$ cat config.mk
export PLATFORM = sky130hd
export DESIGN_NAME = sima_regs
export DESIGN_NICKNAME = d
export VERILOG_FILES = /design/src/sima_regs.v
export VERILOG_INCLUDE_DIRS = /design/src
export SDC_FILE = /design/constraint.sdc
export NUM_CORES = 1
export LEC_CHECK = 0
export ABC_AREA = 1
export BUFFER_PORTS_ARGS = -buffer_cell sky130_fd_sc_hd__buf_2
export CAP_MARGIN = 0
export CORE_ASPECT_RATIO = 0.6
export CORE_MARGIN = 3
export CORE_UTILIZATION = 58
export CTS_CLUSTER_SIZE = 12
export DETAILED_ROUTE_END_ITERATION = 10
export PLACE_DENSITY = 0.95
export SETUP_SLACK_MARGIN = 0.02
export SLEW_MARGIN = 5
export SYNTH_ARGS = -nofsm -noshare
export SYNTH_HDL_FRONTEND = slang
export SYNTH_SLANG_ARGS = --single-unit
$ cat constraint.sdc
create_clock -name clk_in -period 2.4 [get_ports clk_in]
set_clock_uncertainty 0.2 [all_clocks]
set_input_delay 0.12 -clock clk_in [delete_from_list [all_inputs] [get_ports clk_in]]
set_output_delay 0.12 -clock clk_in [all_outputs]
set_load 0.03 [all_outputs]
$ cat src/sima_map.vh
// Register offsets, field positions and reset values of the sensor mask and indirect window
`ifndef SIMA_MAP_VH
`define SIMA_MAP_VH
`define SIMA_PORT_SEL_ADDR 8'h4C
`define SIMA_RISE_MASK_ADDR 8'h7E
`define SIMA_FALL_MASK_ADDR 8'h7F
`define SIMA_RSVD_A0_LO 8'hA0
`define SIMA_RSVD_A0_HI 8'hA4
`define SIMA_REFCLK_ADDR 8'hA5
`define SIMA_RSVD_A7_LO 8'hA7
`define SIMA_RSVD_A7_HI 8'hAF
`define SIMA_IND_CTL_ADDR 8'hB0
`define SIMA_IND_OFS_ADDR 8'hB1
`define SIMA_IND_VAL_ADDR 8'hB2
`define SIMA_CTL_READ_BIT 0
`define SIMA_CTL_AINC_BIT 1
`define SIMA_CTL_SEL_HI 5
`define SIMA_CTL_SEL_LO 2
`define SIMA_MASK_RESET 8'h00
`define SIMA_CTL_RESET 8'h00
`define SIMA_OFS_RESET 8'h00
`define SIMA_TGT_PATGEN 4'h0
`define SIMA_TGT_PORT0 4'h1
`define SIMA_TGT_PORT1 4'h2
`define SIMA_TGT_SHARED 4'h5
`define SIMA_TGT_BOTH_PORTS 4'h6
`define SIMA_TGT_CSI 4'h7
`define SIMA_PORT_SEL_P0_BIT 0
`define SIMA_PORT_SEL_P1_BIT 1
`define SIMA_PORT_SEL_RESET 8'h01
`endif

$ cat src/sima_regs.v
// Sensor edge interrupt masks, reference clock readout and indirect access window
//
// Behaviour
// - Per-port registers follow port select register
// - Masked rising status edge sets rise flag
// - Masked falling status edge sets fall flag
// - Reference clock shown as 8-bit MHz value
// - Target select picks internal register block
// - Code 0110 writes both port blocks together
// - Auto-increment bumps offset after each data write or data read
// - Offset write issues prefetch read strobe
// - Data read with prefetch, autoinc restrobes
// - Eight-bit offset addresses selected block register
// - Data write/read goes to selected register
`timescale 1ns/10ps
`default_nettype none
`include "sima_map.vh"
module sima_regs (
  input wire clk_in,
  input wire resetn_in,
  input wire reg_wr_in,
  input wire reg_rd_in,
  input wire [7:0] reg_addr_in,
  input wire [7:0] reg_wdata_in,
  output reg [7:0] reg_rdata_out,
  output reg reg_rvalid_out,
  input wire [7:0] sensor_status_word0_in,
  input wire [7:0] sensor_status_word1_in,
  input wire [7:0] ref_clock_mhz_value_in,
  input wire [7:0] ind_rdata_in,
  output reg [7:0] sensor_rise_latched_status0_out,
  output reg [7:0] sensor_fall_latched_status0_out,
  output reg [7:0] sensor_rise_latched_status1_out,
  output reg [7:0] sensor_fall_latched_status1_out,
  input wire [7:0] rise_clear0_in,
  input wire [7:0] fall_clear0_in,
  input wire [7:0] rise_clear1_in,
  input wire [7:0] fall_clear1_in,
  output reg sensor_irq_out,
  output reg [3:0] ind_target_out,
  output reg [7:0] ind_offset_out,
  output reg [7:0] ind_wdata_out,
  output reg ind_wr_out,
  output reg ind_rd_strobe_out,
  output reg ind_wr_both_ports_out
);

  // ------------------------------------------------------------
  // Register state
  // ------------------------------------------------------------
  reg [7:0] port_sel_q;
  reg [7:0] rise_mask0_q;
  reg [7:0] rise_mask1_q;
  reg [7:0] fall_mask0_q;
  reg [7:0] fall_mask1_q;
  reg [7:0] ind_ctl_q;
  reg [7:0] ind_ofs_q;
  reg [7:0] sts0_q;
  reg [7:0] sts1_q;
  reg prefetch_pend_q;

  wire sel_p0 = port_sel_q[`SIMA_PORT_SEL_P0_BIT];
  wire sel_p1 = port_sel_q[`SIMA_PORT_SEL_P1_BIT];
  wire [3:0] tgt = ind_ctl_q[`SIMA_CTL_SEL_HI:`SIMA_CTL_SEL_LO];
  wire auto_inc = ind_ctl_q[`SIMA_CTL_AINC_BIT];
  wire rd_pref = ind_ctl_q[`SIMA_CTL_READ_BIT];
  wire wr_ofs = reg_wr_in && (reg_addr_in == `SIMA_IND_OFS_ADDR);
  wire wr_val = reg_wr_in && (reg_addr_in == `SIMA_IND_VAL_ADDR);
  wire rd_val = reg_rd_in && (reg_addr_in == `SIMA_IND_VAL_ADDR);

  // Edge detect, masked per port
  wire [7:0] rise0 = sensor_status_word0_in & ~sts0_q & rise_mask0_q;
  wire [7:0] fall0 = ~sensor_status_word0_in & sts0_q & fall_mask0_q;
  wire [7:0] rise1 = sensor_status_word1_in & ~sts1_q & rise_mask1_q;
  wire [7:0] fall1 = ~sensor_status_word1_in & sts1_q & fall_mask1_q;

  // ------------------------------------------------------------
  // Read mux
  // ------------------------------------------------------------
  reg [7:0] rd_mux;
  always @* begin
    case (reg_addr_in)
      `SIMA_PORT_SEL_ADDR: rd_mux = port_sel_q;
      `SIMA_RISE_MASK_ADDR: rd_mux = sel_p0 ? rise_mask0_q : rise_mask1_q;
      `SIMA_FALL_MASK_ADDR: rd_mux = sel_p0 ? fall_mask0_q : fall_mask1_q;
      `SIMA_REFCLK_ADDR: rd_mux = ref_clock_mhz_value_in;
      `SIMA_IND_CTL_ADDR: rd_mux = {2'h0, ind_ctl_q[5:0]};
      `SIMA_IND_OFS_ADDR: rd_mux = ind_ofs_q;
      `SIMA_IND_VAL_ADDR: rd_mux = ind_rdata_in;
      default: rd_mux = 8'h00;
    endcase
  end

  // ------------------------------------------------------------
  // Registers and indirect sequencing
  // ------------------------------------------------------------
  always @(posedge clk_in or negedge resetn_in) begin
    if (!resetn_in) begin
      port_sel_q <= `SIMA_PORT_SEL_RESET;
      rise_mask0_q <= `SIMA_MASK_RESET;
      rise_mask1_q <= `SIMA_MASK_RESET;
      fall_mask0_q <= `SIMA_MASK_RESET;
      fall_mask1_q <= `SIMA_MASK_RESET;
      ind_ctl_q <= `SIMA_CTL_RESET;
      ind_ofs_q <= `SIMA_OFS_RESET;
      sts0_q <= 8'h00;
      sts1_q <= 8'h00;
      prefetch_pend_q <= 1'b0;
      reg_rdata_out <= 8'h00;
      reg_rvalid_out <= 1'b0;
      sensor_rise_latched_status0_out <= 8'h00;
      sensor_fall_latched_status0_out <= 8'h00;
      sensor_rise_latched_status1_out <= 8'h00;
      sensor_fall_latched_status1_out <= 8'h00;
      sensor_irq_out <= 1'b0;
      ind_target_out <= 4'h0;
      ind_offset_out <= 8'h00;
      ind_wdata_out <= 8'h00;
      ind_wr_out <= 1'b0;
      ind_rd_strobe_out <= 1'b0;
      ind_wr_both_ports_out <= 1'b0;
    end else begin
      sts0_q <= sensor_status_word0_in;
      sts1_q <= sensor_status_word1_in;
      // Set wins over clear
      sensor_rise_latched_status0_out <= (sensor_rise_latched_status0_out & ~rise_clear0_in)
        | rise0;
      sensor_fall_latched_status0_out <= (sensor_fall_latched_status0_out & ~fall_clear0_in)
        | fall0;
      sensor_rise_latched_status1_out <= (sensor_rise_latched_status1_out & ~rise_clear1_in)
        | rise1;
      sensor_fall_latched_status1_out <= (sensor_fall_latched_status1_out & ~fall_clear1_in)
        | fall1;
      sensor_irq_out <= |{rise0, fall0, rise1, fall1};
      reg_rvalid_out <= reg_rd_in;
      if (reg_rd_in) begin
        reg_rdata_out <= rd_mux;
      end
      if (reg_wr_in) begin
        case (reg_addr_in)
          `SIMA_PORT_SEL_ADDR: port_sel_q <= reg_wdata_in;
          `SIMA_RISE_MASK_ADDR: begin
            if (sel_p0) rise_mask0_q <= reg_wdata_in;
            if (sel_p1) rise_mask1_q <= reg_wdata_in;
          end
          `SIMA_FALL_MASK_ADDR: begin
            if (sel_p0) fall_mask0_q <= reg_wdata_in;
            if (sel_p1) fall_mask1_q <= reg_wdata_in;
          end
          `SIMA_IND_CTL_ADDR: ind_ctl_q <= {2'h0, reg_wdata_in[5:0]};
          `SIMA_IND_OFS_ADDR: ind_ofs_q <= reg_wdata_in;
          default: ;
        endcase
      end
      // Access completes: write or data read advances offset
      if ((wr_val || rd_val) && auto_inc) begin
        ind_ofs_q <= ind_ofs_q + 8'h01;
      end
      // Follow-up strobe one cycle after increment
      prefetch_pend_q <= rd_val && auto_inc && rd_pref;
      // Take a fresh select at once so the target shows one cycle after the write
      if (reg_wr_in && (reg_addr_in == `SIMA_IND_CTL_ADDR)) begin
        ind_target_out <= reg_wdata_in[`SIMA_CTL_SEL_HI:`SIMA_CTL_SEL_LO];
      end else begin
        ind_target_out <= tgt;
      end
      ind_offset_out <= wr_ofs ? reg_wdata_in : ind_ofs_q;
      ind_wdata_out <= wr_val ? reg_wdata_in : ind_wdata_out;
      ind_wr_out <= wr_val;
      ind_wr_both_ports_out <= wr_val && (tgt == `SIMA_TGT_BOTH_PORTS);
      ind_rd_strobe_out <= (wr_ofs && rd_pref) || prefetch_pend_q;
    end
  end

endmodule
`default_nettype wire

# Yosys cells after proc, flatten, opt, wreduce, memory -nomap -nowiden
# Index checks and enable logic that the tools add are counted.
[word_totals] output_inout_bits=65 register_bits=136 word_cells=85 in_bits=84
[op_classes] reduce_logical=21 n_eq_ne=8 n_addsub=1 muxes=8 n_bitwise=24
[ops] cell="bitwise AND 8 bit" count=12
[ops] cell="inverter 8 bit" count=8
[ops] cell="one-hot mux 8 bit (7 select lines)" count=1
[ops] cell="2-to-1 mux 8 bit" count=6
[ops] cell="== test 8 bit (second input constant)" count=4
[ops] cell="OR 8 bit" count=4
[ops] cell="OR reduction 32 bit" count=1
[ops] cell="== test 8 x 7 -> 1 bit (second input constant)" count=3
[ops] cell="AND reduction 3 bit" count=4
[ops] cell="logical AND 1 bit" count=9
[ops] cell="adder 8 x 1 -> 8 bit (second input constant)" count=1
[ops] cell="AND reduction 2 bit" count=3
[ops] cell="== test 4 x 3 -> 1 bit (second input constant)" count=1
[ops] cell="2-to-1 mux 4 bit" count=1
[ops] cell="nonzero test 2 bit" count=2
[ops] cell="logical OR 1 bit" count=2

# Longest topological paths before layout
[depth] ltp_word=6 depth_mapped=11 depth_no_buf=9

# Least setup slack after synthesis
# No wires, ideal clock.
[synth_path] kind="reg2reg" start="register port_sel_q[0]" end="register reg_rdata_out[2]" stages_incl_launch_ff=12 arrival_ns=1.308 period_less_slack_ns=1.625 required_ns=2.083 slack_ns=0.775 setup_time_ns=0.117 path_buffers=2 path_cell_list="dfstp_2 -> buf_2 -> inv_2 -> buf_2 -> nand2_1 -> nand2_1 -> nand3_1 -> nand2_1 -> nor2_1 -> nand2_1 -> nand2_1 -> nand2_1"
[synth_between] elab_chain_cells=2 word_cells_on_any_way=3 classes_between="3 x mux"
[synth_rtl] item="start, declared" line_no="sima_regs.v:51" rtl="reg [7:0] port_sel_q;"
[synth_rtl] item="start signal, assigned" line_no="sima_regs.v:99" rtl="port_sel_q <= `SIMA_PORT_SEL_RESET;"
[synth_rtl] item="start signal, assigned" line_no="sima_regs.v:141" rtl="`SIMA_PORT_SEL_ADDR: port_sel_q <= reg_wdata_in;"
[synth_rtl] item="2-to-1 mux 8 bit, on equally long branches" line_no="sima_regs.v:85, sima_regs.v:84"
[synth_rtl] item="one-hot mux 8 bit (7 select lines) (*)" line_no="sima_regs.v:82" rtl="case (reg_addr_in)"
[synth_rtl] item="end signal, assigned" line_no="sima_regs.v:137" rtl="reg_rdata_out <= rd_mux;"
[synth_rtl] item="end, declared" line_no="sima_regs.v:25" rtl="output reg [7:0] reg_rdata_out,"
# Every way passes the cells marked *; elsewhere a longest branch is shown, timed or not.
# A chain may end at the register's enable or synchronous reset.

# Worst setup path after layout
[layout_path] start="register port_sel_q[0]" end="register reg_rdata_out[4]"
# Same word-level chain as after synthesis.

==> impl_metrics.tcl <==
set metrics [dict create \
    drt-wirelength-per-cell_um 18.5 \
    yosys.area_share.simple 0.270 \
    drive_above_1_share 0.214 \
    grt_pass1_wl_um 32600 \
    synthXorXnorAreaFrac 0.00565 \
    fin_setup_tns_ps 0 \
    max_stage_delay_ps 760 \
    min_period_over_period 0.840 \
    start_kind "register" \
    hold_start "ref_clock_mhz_value_in[6]" \
    layout_common_cells "nand2_1, buf_2, dfrtp_1, inv_1, dlygate4sd3_1" \
    synth-main-ff-cell "dfrtp_1" \
    antenna_found_initial 2 \
    vias 6302 \
    synth_compound_area_frac 0.101 \
    root_buffer "clkbuf_16" \
    path_class "register to register" \
    status "complete, no violations" \
    overflow 0 \
    ys_seq_area_frac 0.549 \
    yosysWarnings 0 \
    port_buffers 148 \
    leakage_nw 4.46 \
    path_buf_inv 1 \
    clock_latency_ps 420 \
    synthToLayoutAreaGrowth_pct 35.0 \
    period_needed_ps 2020 \
    grt_setup_unrepaired "no" \
    cts_tree "done" \
    hold_violations 0 \
    rows 28 \
    fin_area_mm2 0.00837 \
    cp_data_arrival_time_ps 2120 \
    drt-total-wl_um 20500 \
    dp_hpwl_um 12600 \
    viasPerCell 5.69 \
    worstMarginPinSlew_ps 714 \
    synthAdderAreaFrac 0.00202 \
    setup_viol 0 \
    ys_types 29 \
    ir_drop_v 0.000557 \
    cts_resized 0 \
    synth_edf_count 0 \
    initial_core_util 0.612 \
    slowest_stage "dfstp_2" \
    grtUsageTotal 0.351 \
    path_delay_family "flip-flops" \
    dieHeight_um 86.1 \
    crit_path_frequent_cell "nand2_1" \
    fp.dieW_um 139 \
    muxShareOfSynthArea 0 \
    clock_sinks 136 \
    syn_area_per_cell_um2 8.48 \
    cp_data_required_time_ps 2500 \
    netlist_area_mm2 0.00620 \
    grt_max_degree 50 \
    syn_nets 816 \
    firstDrtPassIters 6 \
    maxCapViolations 0 \
    drcViolationCount 0 \
    cts-buffers-inserted 17 \
    cp-end-kind "register" \
    detailed_place.area_mm2 0.00704 \
    pwr_density_cell_mw_per_mm2 709 \
    core_mm2 0.0101 \
    cts_max_level 4 \
    slew_headroom 0.524 \
    fin_nets 1041 \
    cp_cell_sequence "inv_2 > nand2_1 > nand2_1 > nand3_1 > nand2_1 > nor2_1 > nand2_1 > nand2_1 > nand2_1" \
    clockBufferDepth 2 \
    ant_nets 0 \
    rr_startpoint "port_sel_q[0]" \
    place.gp.congestion 0.944 \
    layout_commonest_cell "nand2_1" \
    num_io_pins 149 \
    fillCellCount 585 \
    crit_fanout 18 \
    syn_inst 731 \
    crit_start "port_sel_q[0]" \
    fp.dieArea_mm2 0.0120 \
    fmax_mhz 496 \
    ys_async_sr_fraction 1.00 \
    final_max_slew_viol_count 0 \
    clk_pin_slew_ps 60 \
    synth_top_family_by_area "simple AND/OR/NAND/NOR gates" \
    first_global_vias 6470 \
    synth-seq-cells 136 \
    min_path_type "input port to register" \
    first_iter_violations 711 \
]
final cells by class:
cell class	instances	area, um2	area share
Antenna cell	3	7.51	0.000897
Multi-Input combinational cell	488	2340	0.280
Clock buffer	22	464	0.0555
Tap cell	135	169	0.0202
Timing Repair Buffer	222	1490	0.178
Inverter	91	342	0.0408
Clock inverter	10	144	0.0172
Sequential cell	136	3400	0.407
tightest hold or removal path, cell delays in order:
cell and delay [ps]:
buf_2 80, inv_1 40, nor2_1 90, nor2_1 50
nand2_1 70, nand2_1 60, nand2_1 60
kinds of logic after synthesis:
family                   Yosys count
XOR/XNOR                           4
adder cells (fa/ha/maj)            1
AO/OA/AOI/OAI                    103
buffers and inverters            107
AND/OR/NAND/NOR                  380
flip-flops                       136
layer usage:
metal  track usage  vias to the layer above  routed length (um)
met1         0.442                     2960                7880
met5             0                        -                   0
met2         0.555                      458                9230
met3         0.113                       98                2480
li1              -                     2786                   -
met4         0.176                        0                 892
cell usage after synthesis, types with 4 or more instances:
library cell / instances / area share
xor2_1: 4 / 0.0057
nor3_1: 9 / 0.0073
o21bai_1: 7 / 0.0085
buf_2: 5 / 0.0040
nand3b_1: 5 / 0.0061
nor2_1: 60 / 0.036
inv_2: 5 / 0.0030
nor2_4: 12 / 0.022
a21oi_1: 5 / 0.0040
o22ai_1: 12 / 0.012
o21ai_1: 15 / 0.012
o21a_1: 26 / 0.031
nand2_2: 5 / 0.0050
dfrtp_1: 135 / 0.55
nand3_1: 63 / 0.051
o21ai_0: 37 / 0.030
buf_4: 9 / 0.011
nand2_1: 220 / 0.13
inv_1: 85 / 0.051
through the flow:
step | hold WS (ps) | setup slack [ps] | utilization | instances | power, mW
global placement | -120 | 511 | 0.696 | 1001 | 3.12
detailed placement | -115 | 433 | 0.696 | 1001 | 3.14
floorplan | -376 | 775 | - | 731 | 2.86
global route | 3.69 | 307 | 0.826 | 1106 | 6.10
CTS | 1.45 | 464 | 0.826 | 1104 | 5.89
finish | 4.92 | 384 | 0.826 | 1107 | 5.93
final timing paths:
kind                                                       to  slack [ps]  cells past startpoint
hold / removal                               reg_rdata_out[6]           5                      7
min in group asynchronous  sensor_rise_latched_status1_out[6]          10                      2
hold reg to reg                             ind_rd_strobe_out         260                      1
setup / recovery                             reg_rdata_out[4]         380                      9
setup reg to reg                             reg_rdata_out[4]         380                      9
max in group asynchronous                    ind_wdata_out[2]        1310                      3
power by group:
part | leakage [nW] | internal (mW) | switching, mW | total (mW)
clock | 0.287 | 1.69 | 1.00 | 2.70
combinational | 2.44 | 0.266 | 0.444 | 0.710
sequential | 1.73 | 2.42 | 0.104 | 2.53
total | 4.46 | 4.38 | 1.55 | 5.93
what timing repair did:
item                                   in CTS  in global routing
hold buffers                               71                  0
setup endpoints to repair                   0                  0
endpoints found under the hold margin     241                  0
buffers inserted                            0                  0
(Power assumes the default switching activity.)
